`src/design/two_wire_pkg.sv`:
```
// constants, flag positions and state codes shared by the two-wire slave
package two_wire_pkg;

  // ****************************************
  // widths
  // ****************************************
  localparam int ADDR_W = 7;
  localparam int BYTE_W = 8;
  localparam int FLAG_N = 7;

  // ****************************************
  // flag positions in the sticky status vector and the clear vector
  // ****************************************
  localparam int FLAG_ASYNC     = 0;
  localparam int FLAG_UNDERFLOW = 1;
  localparam int FLAG_NAK       = 2;
  localparam int FLAG_MISMATCH  = 3;
  localparam int FLAG_OVERFLOW  = 4;
  localparam int FLAG_BUS_FREE  = 5;
  localparam int FLAG_STOP      = 6;

  // ****************************************
  // counts and reset values
  // ****************************************
  localparam logic [3:0]        BITS_PER_BYTE = 4'h8;
  localparam logic [2:0]        TX_WINDOW_SCL = 3'h7;
  localparam logic [7:0]        BYTE_RESET    = 8'h00;
  localparam logic [FLAG_N-1:0] FLAG_RESET    = 7'h00;
  localparam logic [2:0]        PIN_IDLE      = 3'h7;

  // ****************************************
  // transfer states
  // ****************************************
  typedef enum logic [8:0] {
    ST_IDLE     = 9'h001,
    ST_ADDR     = 9'h002,
    ST_ADDR_ACK = 9'h004,
    ST_TX_DATA  = 9'h008,
    ST_TX_ACK   = 9'h010,
    ST_TX_WAIT  = 9'h020,
    ST_RX_DATA  = 9'h040,
    ST_RX_ACK   = 9'h080,
    ST_IGNORE   = 9'h100
  } state_t;

endpackage

```
`src/design/bus_sense_if.sv`:
```
// synchronised bus levels and detected bus events
`timescale 1ns/100ps
interface bus_sense_if;
  logic scl;
  logic sda;
  logic scl_rise;
  logic scl_fall;
  logic start_det;
  logic stop_det;
  logic bfr_low;

  modport source (output scl, sda, scl_rise, scl_fall, start_det, stop_det, bfr_low);
  modport sink   (input  scl, sda, scl_rise, scl_fall, start_det, stop_det, bfr_low);
endinterface

```
`src/design/bus_sense.sv`:
```
// pin synchroniser with clock edge, start and stop detection
`timescale 1ns/100ps
module bus_sense (
  input  wire logic   clock,
  input  wire logic   rst_n,
  input  wire logic   scl_pin,
  input  wire logic   sda_pin,
  input  wire logic   bfr_pin_n,
  bus_sense_if.source sense
);

  logic [2:0] pins;
  logic [2:0] stage1;
  logic [2:0] stage2;
  logic [2:0] prev;
  logic [2:0] next_stage1;
  logic [2:0] next_stage2;
  logic [2:0] next_prev;

  assign pins = {bfr_pin_n, sda_pin, scl_pin};

  // ****************************************
  // two flops per pin, then one more for edges
  // ****************************************
  always_comb begin
    next_stage1 = pins;
    next_stage2 = stage1;
    next_prev   = stage2;
  end

  always_ff @(posedge clock) begin
    if (!rst_n) begin
      stage1 <= two_wire_pkg::PIN_IDLE;
      stage2 <= two_wire_pkg::PIN_IDLE;
      prev   <= two_wire_pkg::PIN_IDLE;
    end else begin
      stage1 <= next_stage1;
      stage2 <= next_stage2;
      prev   <= next_prev;
    end
  end

  // ****************************************
  // events
  // ****************************************
  assign sense.scl       = stage2[0];
  assign sense.sda       = stage2[1];
  assign sense.scl_rise  = stage2[0] & ~prev[0];
  assign sense.scl_fall  = ~stage2[0] & prev[0];
  assign sense.start_det = stage2[0] & prev[0] & ~stage2[1] & prev[1];
  assign sense.stop_det  = stage2[0] & prev[0] & stage2[1] & ~prev[1];
  assign sense.bfr_low   = ~stage2[2];

endmodule

```
`src/design/scl_cycle_timer.sv`:
```
// counts serial clock rises while the transmit request stays open
`timescale 1ns/100ps
module scl_cycle_timer (
  input  wire logic clock,
  input  wire logic rst_n,
  input  wire logic arm,
  input  wire logic active,
  input  wire logic tick,
  output logic      expired
);

  logic [2:0] count;
  logic       running;
  logic [2:0] next_count;
  logic       next_running;
  logic       next_expired;

  always_comb begin
    next_count   = count;
    next_running = running;
    next_expired = 1'b0;
    if (arm) begin
      next_count   = 3'h0;
      next_running = 1'b1;
    end else if (!active) begin
      next_running = 1'b0;
    end else if (running && tick) begin
      next_count = count + 3'h1;
      if (next_count == two_wire_pkg::TX_WINDOW_SCL) begin
        next_expired = 1'b1;
        next_running = 1'b0;
      end
    end
  end

  always_ff @(posedge clock) begin
    if (!rst_n) begin
      count   <= 3'h0;
      running <= 1'b0;
      expired <= 1'b0;
    end else begin
      count   <= next_count;
      running <= next_running;
      expired <= next_expired;
    end
  end

endmodule

```
`src/design/two_wire_slave.sv`:
```
// two-wire bus slave: address match, transmit and receive flow, status flags
`timescale 1ns/100ps
// Summary of operation
// enable arms start watch; no disable mid-transfer
// own address with comm enabled: ACK, pick direction
// comm disabled: own address left unanswered
// busy start-to-stop, selected, direction kept
// async detect: flag, bus event, NAK
// selected with read direction requests transmit data
// byte moved to shifter sets empty; write clears
// no stretch: first byte within one clock
// stretch sends stale byte; clear bit zeroes buffer (code sends it only without stretch; stretch waits for a write)
// bytes written during async detect are dropped
// no write in seven clocks: resend, underflow
// stretch: hold clock low until buffer written
// bits out MSB first; master answers ninth clock
// master ACK stretches, clears NAK; NAK sets flag
// driven bit differs from line: mismatch flag
// master waits 33 us after fast NAK
// write direction: shift eight bits, receive ready
// no stretch read in seven; stretch holds clock
// unread byte overwritten sets overflow flag
// answer ACK or NAK from nak answer bit
// stop while selected: flag, release, back idle
// software checks busy, selected before disabling comm
// peripheral clock at least eight times serial clock
// bus free pulse: flag, reset transfer, release lines
// lines synchronised; start and stop detected
module two_wire_slave (
  input  wire logic        clock,
  input  wire logic        rst_n,
  input  wire logic        serial_clock_pin_in,
  output logic             serial_clock_pin_out,
  output logic             serial_clock_pin_oe,
  input  wire logic        serial_data_pin_in,
  output logic             serial_data_pin_out,
  output logic             serial_data_pin_oe,
  input  wire logic        bus_free_request_n,
  input  wire logic        module_enable,
  input  wire logic        comm_enable,
  input  wire logic        clk_stretch_enable,
  input  wire logic        async_addr_detect_enable,
  input  wire logic        bus_free_request_enable,
  input  wire logic        nak_answer,
  input  wire logic        tx_buffer_clear,
  input  wire logic [6:0]  own_address,
  input  wire logic [7:0]  tx_byte,
  input  wire logic        tx_write,
  input  wire logic        rx_read,
  input  wire logic [6:0]  flag_clear,
  output logic      [7:0]  rx_data_reg,
  output logic             busy,
  output logic             selected,
  output logic             rw_dir,
  output logic             tx_empty,
  output logic             rx_ready,
  output logic             async_addr_hit,
  output logic             tx_underflow,
  output logic             master_nak_flag,
  output logic             sda_mismatch,
  output logic             rx_overflow,
  output logic             stop_seen,
  output logic             bus_free_flag,
  output logic             bus_event
);

  bus_sense_if sense ();

  two_wire_pkg::state_t state;
  two_wire_pkg::state_t next_state;
  logic [3:0]  bit_cnt;
  logic [3:0]  next_bit_cnt;
  logic [7:0]  shift;
  logic [7:0]  next_shift;
  logic [7:0]  tx_data_reg;
  logic [7:0]  next_tx_data_reg;
  logic [7:0]  next_rx_data_reg;
  logic [6:0]  flags;
  logic [6:0]  next_flags;
  logic [6:0]  flag_set;
  logic        next_busy;
  logic        next_selected;
  logic        next_rw_dir;
  logic        next_tx_empty;
  logic        next_rx_ready;
  logic        next_sda_oe;
  logic        next_scl_oe;
  logic        next_bus_event;
  logic        clear_prev;
  logic        async_prev;
  logic        tx_load;
  logic        rx_load;
  logic        raise_tx_empty;
  logic        nak_clear;
  logic        bfr_event;
  logic        tx_window_over;

  bus_sense sense_unit (
    .clock     (clock),
    .rst_n     (rst_n),
    .scl_pin   (serial_clock_pin_in),
    .sda_pin   (serial_data_pin_in),
    .bfr_pin_n (bus_free_request_n),
    .sense     (sense.source)
  );

  scl_cycle_timer tx_window (
    .clock   (clock),
    .rst_n   (rst_n),
    .arm     (raise_tx_empty && !clk_stretch_enable),
    .active  (tx_empty),
    .tick    (sense.scl_rise),
    .expired (tx_window_over)
  );

  assign bfr_event = bus_free_request_enable && sense.bfr_low;

  // ****************************************
  // transfer sequencing
  // ****************************************
  always_comb begin
    next_state     = state;
    next_bit_cnt   = bit_cnt;
    next_shift     = shift;
    next_busy      = busy;
    next_selected  = selected;
    next_rw_dir    = rw_dir;
    flag_set       = two_wire_pkg::FLAG_RESET;
    tx_load        = 1'b0;
    rx_load        = 1'b0;
    raise_tx_empty = 1'b0;
    nak_clear      = 1'b0;
    unique case (state)
      two_wire_pkg::ST_IDLE, two_wire_pkg::ST_IGNORE: begin
      end
      two_wire_pkg::ST_ADDR: begin
        if (sense.scl_rise) begin
          next_shift   = {shift[6:0], sense.sda};
          next_bit_cnt = bit_cnt + 4'h1;
        end else if (sense.scl_fall && bit_cnt == two_wire_pkg::BITS_PER_BYTE) begin
          next_bit_cnt = 4'h0;
          next_state   = two_wire_pkg::ST_IGNORE;
          if (shift[7:1] == own_address) begin
            if (async_addr_detect_enable) begin
              flag_set[two_wire_pkg::FLAG_ASYNC] = 1'b1;
            end else if (comm_enable) begin
              next_selected  = 1'b1;
              next_rw_dir    = shift[0];
              next_state     = two_wire_pkg::ST_ADDR_ACK;
              raise_tx_empty = shift[0];
            end
          end
        end
      end
      two_wire_pkg::ST_ADDR_ACK, two_wire_pkg::ST_TX_ACK: begin
        if (sense.scl_rise) begin
          next_bit_cnt = 4'h1;
          if (state == two_wire_pkg::ST_TX_ACK) begin
            if (sense.sda) begin
              flag_set[two_wire_pkg::FLAG_NAK] = 1'b1;
              next_state = two_wire_pkg::ST_IGNORE;
            end else begin
              nak_clear = 1'b1;
            end
          end
        end else if (sense.scl_fall && bit_cnt != 4'h0) begin
          next_bit_cnt = 4'h0;
          if (!rw_dir) begin
            next_state = two_wire_pkg::ST_RX_DATA;
          end else if (clk_stretch_enable && tx_empty) begin
            next_state = two_wire_pkg::ST_TX_WAIT;
          end else begin
            tx_load    = 1'b1;
            next_state = two_wire_pkg::ST_TX_DATA;
          end
        end
      end
      two_wire_pkg::ST_TX_WAIT: begin
        if (!tx_empty) begin
          tx_load    = 1'b1;
          next_state = two_wire_pkg::ST_TX_DATA;
        end
      end
      two_wire_pkg::ST_TX_DATA: begin
        if (sense.scl_rise) begin
          next_bit_cnt = bit_cnt + 4'h1;
          if (sense.sda != shift[7]) begin
            flag_set[two_wire_pkg::FLAG_MISMATCH] = 1'b1;
          end
        end else if (sense.scl_fall) begin
          if (bit_cnt == two_wire_pkg::BITS_PER_BYTE) begin
            next_bit_cnt = 4'h0;
            next_state   = two_wire_pkg::ST_TX_ACK;
          end else begin
            next_shift = {shift[6:0], 1'b0};
          end
        end
      end
      two_wire_pkg::ST_RX_DATA: begin
        if (sense.scl_rise) begin
          next_shift   = {shift[6:0], sense.sda};
          next_bit_cnt = bit_cnt + 4'h1;
        end else if (sense.scl_fall && bit_cnt == two_wire_pkg::BITS_PER_BYTE) begin
          rx_load      = 1'b1;
          next_bit_cnt = 4'h0;
          next_state   = two_wire_pkg::ST_RX_ACK;
          flag_set[two_wire_pkg::FLAG_OVERFLOW] = rx_ready && !rx_read;
        end
      end
      two_wire_pkg::ST_RX_ACK: begin
        if (sense.scl_rise) begin
          next_bit_cnt = 4'h1;
        end else if (sense.scl_fall && bit_cnt != 4'h0) begin
          next_bit_cnt = 4'h0;
          next_state   = two_wire_pkg::ST_RX_DATA;
        end
      end
      default: begin
        next_state = two_wire_pkg::ST_IDLE;
      end
    endcase
    if (tx_load) begin
      next_shift     = tx_data_reg;
      raise_tx_empty = 1'b1;
    end
    if (sense.start_det) begin
      next_busy     = 1'b1;
      next_selected = 1'b0;
      next_state    = two_wire_pkg::ST_ADDR;
      next_bit_cnt  = 4'h0;
      flag_set[two_wire_pkg::FLAG_STOP] = selected;
    end
    if (sense.stop_det) begin
      next_busy     = 1'b0;
      next_selected = 1'b0;
      next_state    = two_wire_pkg::ST_IDLE;
      flag_set[two_wire_pkg::FLAG_STOP] = selected;
    end
    if (bfr_event) begin
      flag_set[two_wire_pkg::FLAG_BUS_FREE] = 1'b1;
      next_state    = two_wire_pkg::ST_IDLE;
      next_busy     = 1'b0;
      next_selected = 1'b0;
    end
    if (!module_enable) begin
      next_state    = two_wire_pkg::ST_IDLE;
      next_busy     = 1'b0;
      next_selected = 1'b0;
    end
    flag_set[two_wire_pkg::FLAG_UNDERFLOW] = tx_window_over;
  end

  // ****************************************
  // line drivers, open drain: enable pulls low
  // ****************************************
  always_comb begin
    next_sda_oe = (next_state == two_wire_pkg::ST_ADDR_ACK)
                || (next_state == two_wire_pkg::ST_RX_ACK && !nak_answer)
                || (next_state == two_wire_pkg::ST_TX_DATA && !next_shift[7]);
    next_scl_oe = (next_state == two_wire_pkg::ST_TX_WAIT)
                || (next_state == two_wire_pkg::ST_RX_ACK && next_bit_cnt == 4'h0
                    && clk_stretch_enable && next_rx_ready);
  end

  // ****************************************
  // buffers and request flags
  // ****************************************
  always_comb begin
    next_tx_data_reg = tx_data_reg;
    if (tx_write) begin
      next_tx_data_reg = tx_byte;
    end
    if (clear_prev && !tx_buffer_clear) begin
      next_tx_data_reg = two_wire_pkg::BYTE_RESET;
    end
    if (async_prev && !async_addr_detect_enable) begin
      next_tx_data_reg = two_wire_pkg::BYTE_RESET;
    end
    next_tx_empty    = (tx_empty && !tx_write) || raise_tx_empty;
    next_rx_ready    = (rx_ready && !rx_read) || rx_load;
    next_rx_data_reg = rx_load ? shift : rx_data_reg;
  end

  // ****************************************
  // sticky flags, cleared by writing one; a set wins
  // ****************************************
  for (genvar i = 0; i < two_wire_pkg::FLAG_N; i++) begin : g_flag
    always_comb begin
      next_flags[i] = flag_set[i]
                    || (flags[i] && !flag_clear[i]
                        && !(i == two_wire_pkg::FLAG_NAK && nak_clear));
    end
  end

  always_comb begin
    next_bus_event = |next_flags;
  end

  always_ff @(posedge clock) begin
    if (!rst_n) begin
      state               <= two_wire_pkg::ST_IDLE;
      bit_cnt             <= 4'h0;
      shift               <= two_wire_pkg::BYTE_RESET;
      tx_data_reg         <= two_wire_pkg::BYTE_RESET;
      rx_data_reg         <= two_wire_pkg::BYTE_RESET;
      flags               <= two_wire_pkg::FLAG_RESET;
      busy                <= 1'b0;
      selected            <= 1'b0;
      rw_dir              <= 1'b0;
      tx_empty            <= 1'b0;
      rx_ready            <= 1'b0;
      serial_data_pin_oe  <= 1'b0;
      serial_clock_pin_oe <= 1'b0;
      bus_event           <= 1'b0;
      clear_prev          <= 1'b0;
      async_prev          <= 1'b0;
    end else begin
      state               <= next_state;
      bit_cnt             <= next_bit_cnt;
      shift               <= next_shift;
      tx_data_reg         <= next_tx_data_reg;
      rx_data_reg         <= next_rx_data_reg;
      flags               <= next_flags;
      busy                <= next_busy;
      selected            <= next_selected;
      rw_dir              <= next_rw_dir;
      tx_empty            <= next_tx_empty;
      rx_ready            <= next_rx_ready;
      serial_data_pin_oe  <= next_sda_oe;
      serial_clock_pin_oe <= next_scl_oe;
      bus_event           <= next_bus_event;
      clear_prev          <= tx_buffer_clear;
      async_prev          <= async_addr_detect_enable;
    end
  end

  assign serial_data_pin_out  = 1'b0;
  assign serial_clock_pin_out = 1'b0;
  assign async_addr_hit       = flags[two_wire_pkg::FLAG_ASYNC];
  assign tx_underflow         = flags[two_wire_pkg::FLAG_UNDERFLOW];
  assign master_nak_flag      = flags[two_wire_pkg::FLAG_NAK];
  assign sda_mismatch         = flags[two_wire_pkg::FLAG_MISMATCH];
  assign rx_overflow          = flags[two_wire_pkg::FLAG_OVERFLOW];
  assign bus_free_flag        = flags[two_wire_pkg::FLAG_BUS_FREE];
  assign stop_seen            = flags[two_wire_pkg::FLAG_STOP];
endmodule

```
`config.mk`:
```
export PLATFORM = sky130hd
export DESIGN_NAME = two_wire_slave
export DESIGN_NICKNAME = d
export VERILOG_FILES = /design/src/design/two_wire_pkg.sv /design/src/design/bus_sense_if.sv /design/src/design/bus_sense.sv /design/src/design/scl_cycle_timer.sv /design/src/design/two_wire_slave.sv
export SDC_FILE = /design/constraint.sdc
export NUM_CORES = 1
export LEC_CHECK = 0
export BUFFER_PORTS_ARGS = -buffer_cell sky130_fd_sc_hd__buf_4
export CAP_MARGIN = 20
export CORE_ASPECT_RATIO = 1.4
export CORE_MARGIN = 4
export CORE_UTILIZATION = 30
export DETAILED_ROUTE_END_ITERATION = 7
export MAX_ROUTING_LAYER = met4
export SETUP_SLACK_MARGIN = 0.15
export SLEW_MARGIN = 20
export SYNTH_ARGS = -nofsm -noshare
export SYNTH_HDL_FRONTEND = slang
export SYNTH_HIERARCHICAL = 1
export SYNTH_SLANG_ARGS = --single-unit
```
`constraint.sdc`:
```
create_clock -name clock -period 5.1 [get_ports clock]
set_clock_uncertainty 0.05 [all_clocks]
set_input_delay 0.51 -clock clock [delete_from_list [all_inputs] [get_ports clock]]
set_output_delay 0.51 -clock clock [all_outputs]
set_load 0.02 [all_outputs]
```
==> reports/metrics.cfg, run 1 <==
[grt]
grt_max_degree=30
grt_usage=0.141
grt-ovfl-total=0
first_global_vias=2951
grt_pass1_wl_um=14100
antenna_found_initial=0

[sta]
post-route-min-period_ns=3.17
post-route-period-util=0.621
rsz0062_at_grt=false
finalHoldViolations=0
drv_slew=0
tns_ns=0
setup-violations-final=0
slew_headroom=0.334
clock.fmax_mhz=316
worst_pin_slew_ns=0.997

[cts]
clock_latency_ns=0.33
cts_tree=built
path_clk_slew_ns=0.05
clock_path_buffers=2
h-tree-depth=3
ctsHoldBuffers=0
cts_setup_buffers=0
cts_root_buf=clkbuf_16
numCtsBuffers=9
cts.sinks=67
cts-resized-gates=0

[setup_path]
worstPathArrival_ns=3.38
crit_type=register to register
path_max_fanout=14
required_ns=5.31
endpoint_kind=register
critPathLaunchType=register

[drt]
detail_route.wl_per_cell_um=15.3
num_vias=2852
first_pass_iters=4
drt_iter0_drc=175
drc_errors=0
via_per_inst=5.06
routed_wl_um=8650
drtAntennaViolNets=0

[yosys]
yosys.area.top_type=dfxtp_1
synth_area_leaders=dfxtp_1 40%, mux2i_1 5.4%, nor2_1 5.2%
synth_area_per_cell_um2=9.10
ys_seq_area_frac=0.403
synth_warnings=6
synthCells=366
syn_area_um2=3330
yosysTopAreaCellShare=0.403
synth-edff-count=0
synth-main-ff-cell=dfxtp_1
ys_types=71
ys_ff_latch=67
synth-async-reset-ratio=0

[min_path]
holdCritPathClass=primary input to register

[floorplanning]
dieArea_um2=12900
rows=45
core_area_um2=10900
pin_count=61
start_util=0.307
die_y_um=133
die_x_um=97.1

[cells_and_area]
area_growth_pct=22.3
ff_latch_area_um2=1340
n_antenna_cell=0
num-nets-final=459
drive_above_1_share=0.217
top_register=state
largest_reg_flops=9
final.fill_count=1102
fin_cells=564
multi_input_area_um2=1790

[outcome]
outcome=finished, final reports clean

[power_and_ir_drop]
power_mw=1.15
peakVddDrop_mv=0.164
powerDensity_nw_per_um2=281
p_leak_nw=1.68

[placed_design]
place.gp.congestion=0.889
dp.final_hpwl_um=6570
portBuffers=58
dp.cells=549

[flow_run]
maxCapViolCount=0

-- report_power, final --
group	total, mW	switching, mW	internal [mW]
clock network	0.548	0.225	0.324
logic	0.0607	0.0295	0.0312
registers	0.537	0.00519	0.531
total	1.15	0.259	0.886
-- stage by stage --
step / util / worst slack (ns) / area, um2 / hold slack [ns]
2_1_floorplan: - / 2.57 / 3340 / 0.336
3_3_place_gp: 0.351 / 2.04 / 3810 / 0.339
3_5_place_dp: 0.351 / 1.99 / 3810 / 0.346
4_1_cts: 0.375 / 1.95 / 4080 / 0.301
5_1_grt: 0.375 / 1.60 / 4080 / 0.309
6_report: 0.375 / 1.93 / 4080 / 0.307
-- metal layers --
metal / up-vias / wire length (um) / global-route usage
li1: 1403 / - / -
met1: 1367 / 3390 / 0.142
met2: 68 / 4660 / 0.250
met3: 14 / 334 / 0.0327
met4: 0 / 263 / 0.0781
met5: - / 0 / -
-- synth_stat cells, types with 4 or more instances --
| cell type | number |
|---|---|
| clkbuf_1 | 6 |
| nor2b_1 | 7 |
| buf_6 | 6 |
| a31oi_1 | 7 |
| dfxtp_1 | 67 |
| a22oi_1 | 6 |
| inv_1 | 19 |
| nand2_1 | 24 |
| ha_1 | 4 |
| nand2b_1 | 12 |
| nand3_1 | 5 |
| nor2_1 | 46 |
| xor2_1 | 7 |
| and2_1 | 8 |
| and4b_1 | 4 |
| o21ai_0 | 10 |
| xnor2_1 | 7 |
| nand3b_1 | 4 |
| a21oi_1 | 23 |
| mux2i_1 | 18 |
-- layout make-up --
type,instances,area share
clock buffers,10,0.0562
repair buffers,58,0.107
inverters,19,0.0175
clock inverters,5,0.00768
multi-input cells,264,0.439
flip-flops and latches,67,0.329
well taps,141,0.0433
-- worst paths after layout --
check                                                           from                                   end  slack [ns]  cells after the start
worst max-delay path              sense_unit/next_prev[0]$_SDFF_PN1_       tx_window/count[0]$_SDFFE_PP0P_        1.93                      9
worst min-delay path                              serial_data_pin_in  sense_unit/next_stage2[1]$_SDFF_PN1_        0.31                      2
worst max register to register    sense_unit/next_prev[0]$_SDFF_PN1_       tx_window/count[0]$_SDFFE_PP0P_        1.93                      9
worst min register to register  sense_unit/next_stage2[2]$_SDFF_PN1_    sense_unit/next_prev[2]$_SDFF_PN1_        0.36                      1
-- placed cells by master, fill, tap and decap left out, types with 3 or more instances in the layout --
cell,n
or3b_1,3
nor2_1,46
mux2i_1,18
nor2b_1,7
clkinv_2,3
a31oi_1,7
a22oi_1,6
nor3_1,3
nand4_1,3
clkbuf_16,9
inv_1,19
nand2b_1,12
ha_1,4
and4b_1,4
xnor2_1,7
and2_1,8
nand3b_1,4
dfxtp_1,67
xor2_1,7
o21ai_0,10
nand2_1,24
nand3_1,5
buf_4,58
a21oi_1,23
-- cells by family (layout without fill, tap and decap cells) --
| family | Yosys count | after routing | share of synthesized area |
|---|---|---|---|
| and+or+nand+nor | 147 | 147 | 0.263 |
| AOI/OAI and AO/OA | 79 | 79 | 0.166 |
| DFF | 67 | 67 | 0.403 |
| buffers and inverters | 36 | 92 | 0.0612 |
| muxes | 18 | 18 | 0.0541 |
| xor gates and xnor gates | 14 | 14 | 0.0368 |
| adders and majority gates | 4 | 4 | 0.0150 |
| other | 1 | 2 | 0.00113 |
-- critical path: stages, from the launching register on --
cell     delay [ns]
dfxtp_1        0.36
nor2b_1        0.80
nor2b_1        0.13
and3_1         0.27
a31oi_1        0.15
o22ai_1        0.32
o21ba_2        0.37
nor2_1         0.09
or3b_1         0.39
mux2i_1        0.15
Note: power is estimated with default switching activity, not from simulation.
==> run 2: changes to the inputs <==
Clock period 5.1 ns to 3.3 ns, I/O delays scaled along.
==> reports/metrics.cfg, run 2 (synthesized netlist as in run 1, its figures left out) <==
[setup_path]
worstPathArrival_ns=2.87  ; was 3.38 ns
r2r-start=bit_cnt[0]$_SDFF_PN0_  ; was sense_unit/next_prev[0]$_SDFF_PN1_
worstReg2RegEnd=serial_data_pin_oe$_SDFF_PN0_  ; was tx_window/count[0]$_SDFFE_PP0P_
crit_type=register to register  ; unchanged
path_max_fanout=5  ; was 14
setup.worst_path.start=bit_cnt[0]$_SDFF_PN0_  ; was sense_unit/next_prev[0]$_SDFF_PN1_
critPathLaunchType=register  ; unchanged
required_ns=3.47  ; was 5.31 ns
crit_chain=inv_1 -> ha_1 -> nand3b_1 -> nor3b_1 -> o41ai_1 -> a32o_1 -> o31ai_1 -> a21oi_1 -> a221o_1  ; was nor2b_1 -> nor2b_1 -> and3_1 -> a31oi_1 -> o22ai_1 -> o21ba_2 -> nor2_1 -> or3b_1 -> mux2i_1
crit_slowest_cell=nor3b_1  ; was nor2b_1
endpoint_kind=register  ; unchanged
critPathMaxStageDelay_ns=0.68  ; was 0.80 ns
ff2ff_path_depth=9  ; unchanged
ff2ff_setup_slack_ns=0.60  ; was 1.93 ns

[cells_and_area]
post-route-util=0.386  ; was 0.375
top_register=state  ; unchanged
num-nets-final=465  ; was 459
area_growth_pct=25.9  ; was 22.3%
final_common_cell=dfxtp_1  ; unchanged
n_antenna_cell=0  ; unchanged
drive_above_1_share=0.233  ; was 0.217
largest_reg_flops=9  ; unchanged
final.fill_count=1089  ; was 1102
mostFrequentLayoutCells=67 x dfxtp_1, 64 x buf_4, 46 x nor2_1  ; was 67 x dfxtp_1, 58 x buf_4, 46 x nor2_1
finalInstanceArea_um2=4200  ; was 4080 um2

[grt]
grt_usage=0.142  ; was 0.141
grt_pass1_wl_um=14200  ; was 14100 um
first_global_vias=2807  ; was 2951
grt_max_degree=30  ; unchanged
antenna_found_initial=0  ; unchanged
grt-ovfl-total=0  ; unchanged

[sta]
drv_slew=0  ; unchanged
setup-violations-final=0  ; unchanged
post-route-period-util=0.818  ; was 0.621
tns_ns=0  ; unchanged
post-route-min-period_ns=2.70  ; was 3.17 ns
slew_headroom=0.491  ; was 0.334
clock.fmax_mhz=371  ; was 316 MHz
worst_pin_slew_ns=0.761  ; was 0.997 ns
rsz0062_at_grt=false  ; unchanged
finalHoldViolations=0  ; unchanged

[floorplanning]
core_area_um2=10900  ; unchanged
pin_count=61  ; unchanged
start_util=0.307  ; unchanged
die_x_um=97.1  ; unchanged
die_y_um=133  ; unchanged
dieArea_um2=12900  ; unchanged
rows=45  ; unchanged

[drt]
detail_route.wl_per_cell_um=15.5  ; was 15.3 um
via_per_inst=4.98  ; was 5.06
drc_errors=0  ; unchanged
first_pass_iters=6  ; was 4
num_vias=2845  ; was 2852
drt_iter0_drc=172  ; was 175
drtAntennaViolNets=0  ; unchanged
routed_wl_um=8830  ; was 8650 um

[cts]
clock_latency_ns=0.33  ; about the same
cts_setup_buffers=0  ; unchanged
cts_root_buf=clkbuf_16  ; unchanged
ctsHoldBuffers=0  ; unchanged
cts.sinks=67  ; unchanged
cts-resized-gates=0  ; unchanged
cts_tree=built  ; unchanged
numCtsBuffers=9  ; unchanged
path_clk_slew_ns=0.06  ; was 0.05 ns
h-tree-depth=3  ; unchanged
clock_path_buffers=2  ; unchanged

[flow_run]
maxCapViolCount=0  ; unchanged

[power_and_ir_drop]
powerDensity_nw_per_um2=475  ; was 281 nW/um2
peakVddDrop_mv=0.409  ; was 0.164 mV
p_leak_nw=1.74  ; was 1.68 nW

[placed_design]
portBuffers=58  ; unchanged
place.gp.congestion=0.920  ; was 0.889
dp.final_hpwl_um=6920  ; was 6570 um
placed_area_um2=3860  ; was 3810 um2

[min_path]
holdCritPathClass=primary input to register  ; unchanged
min_path_cells=2  ; unchanged
worstHoldStart=serial_clock_pin_in  ; was serial_data_pin_in
holdPathEnd=sense_unit/next_stage2[0]$_SDFF_PN1_  ; was sense_unit/next_stage2[1]$_SDFF_PN1_

[outcome]
outcome=finished, final reports clean  ; unchanged

==> run 2: changes by cell type in the layout (fill, tap and decap cells not counted), sizes merged <==
cell and change:
clkinv -4, bufinv +2, buf +6, clkbuf +1
inv +1, clkinvlp +1
==> run 2: routing by layer <==
metal	up-vias	routed length (um)	global-route usage
li1	1409	-	-
met1	1350	3520	0.150
met2	61	4820	0.253
met3	25	192	0.0222
met4	0	297	0.0749
met5	-	0	-
==> run 2: how the worst max path moves through the flow <==
stage / to / slack [ns] / depth (start not counted)
after global routing: serial_data_pin_oe$_SDFF_PN0_ / 0.40 / 9
after CTS: serial_data_pin_oe$_SDFF_PN0_ / 0.60 / 9
final: serial_data_pin_oe$_SDFF_PN0_ / 0.60 / 9
after global placement: serial_data_pin_oe$_SDFF_PN0_ / 0.59 / 9
after floorplan: tx_window/count[0]$_SDFFE_PP0P_ / 0.77 / 11
after detailed placement: serial_data_pin_oe$_SDFF_PN0_ / 0.62 / 9
==> run 2: stage by stage <==
step | power [mW] | hold WS, ns | cells | setup WS, ns
floorplan | 0.895 | 0.336 | 367 | 0.766
global placement | 0.943 | 0.339 | 555 | 0.586
detailed placement | 0.944 | 0.353 | 555 | 0.622
CTS | 2.01 | 0.126 | 571 | 0.599
global route | 2.05 | 0.140 | 571 | 0.402
finish | 1.99 | 0.134 | 571 | 0.601
==> run 2: final cells by class <==
type | instances | area (um2) | area share
repair buffers | 64 | 480 | 0.114
clock inverters | 5 | 83.8 | 0.0200
well taps | 141 | 176 | 0.0420
inverters | 19 | 71.3 | 0.0170
clock buffers | 11 | 253 | 0.0602
multi-input cells | 264 | 1790 | 0.427
flip-flops and latches | 67 | 1340 | 0.320
==> run 2: where the power goes <==
part           total (mW)  switching, mW  leakage, nW  internal [mW]
clock                1.07          0.361        0.158          0.705
sequential          0.829        0.00821        0.543          0.821
combinational      0.0960         0.0462         1.04         0.0497
total                1.99          0.416         1.74           1.58
==> run 2: critical path, delay by kind of cell, from the launching register on <==
| kind | cells | cell delay [ns] |
|---|---|---|
| fa+ha+maj | 1 | 0.19 |
| buf+inv | 1 | 0.11 |
| compound gates | 5 | 1.06 |
| simple gates | 2 | 0.83 |
| flops | 1 | 0.34 |
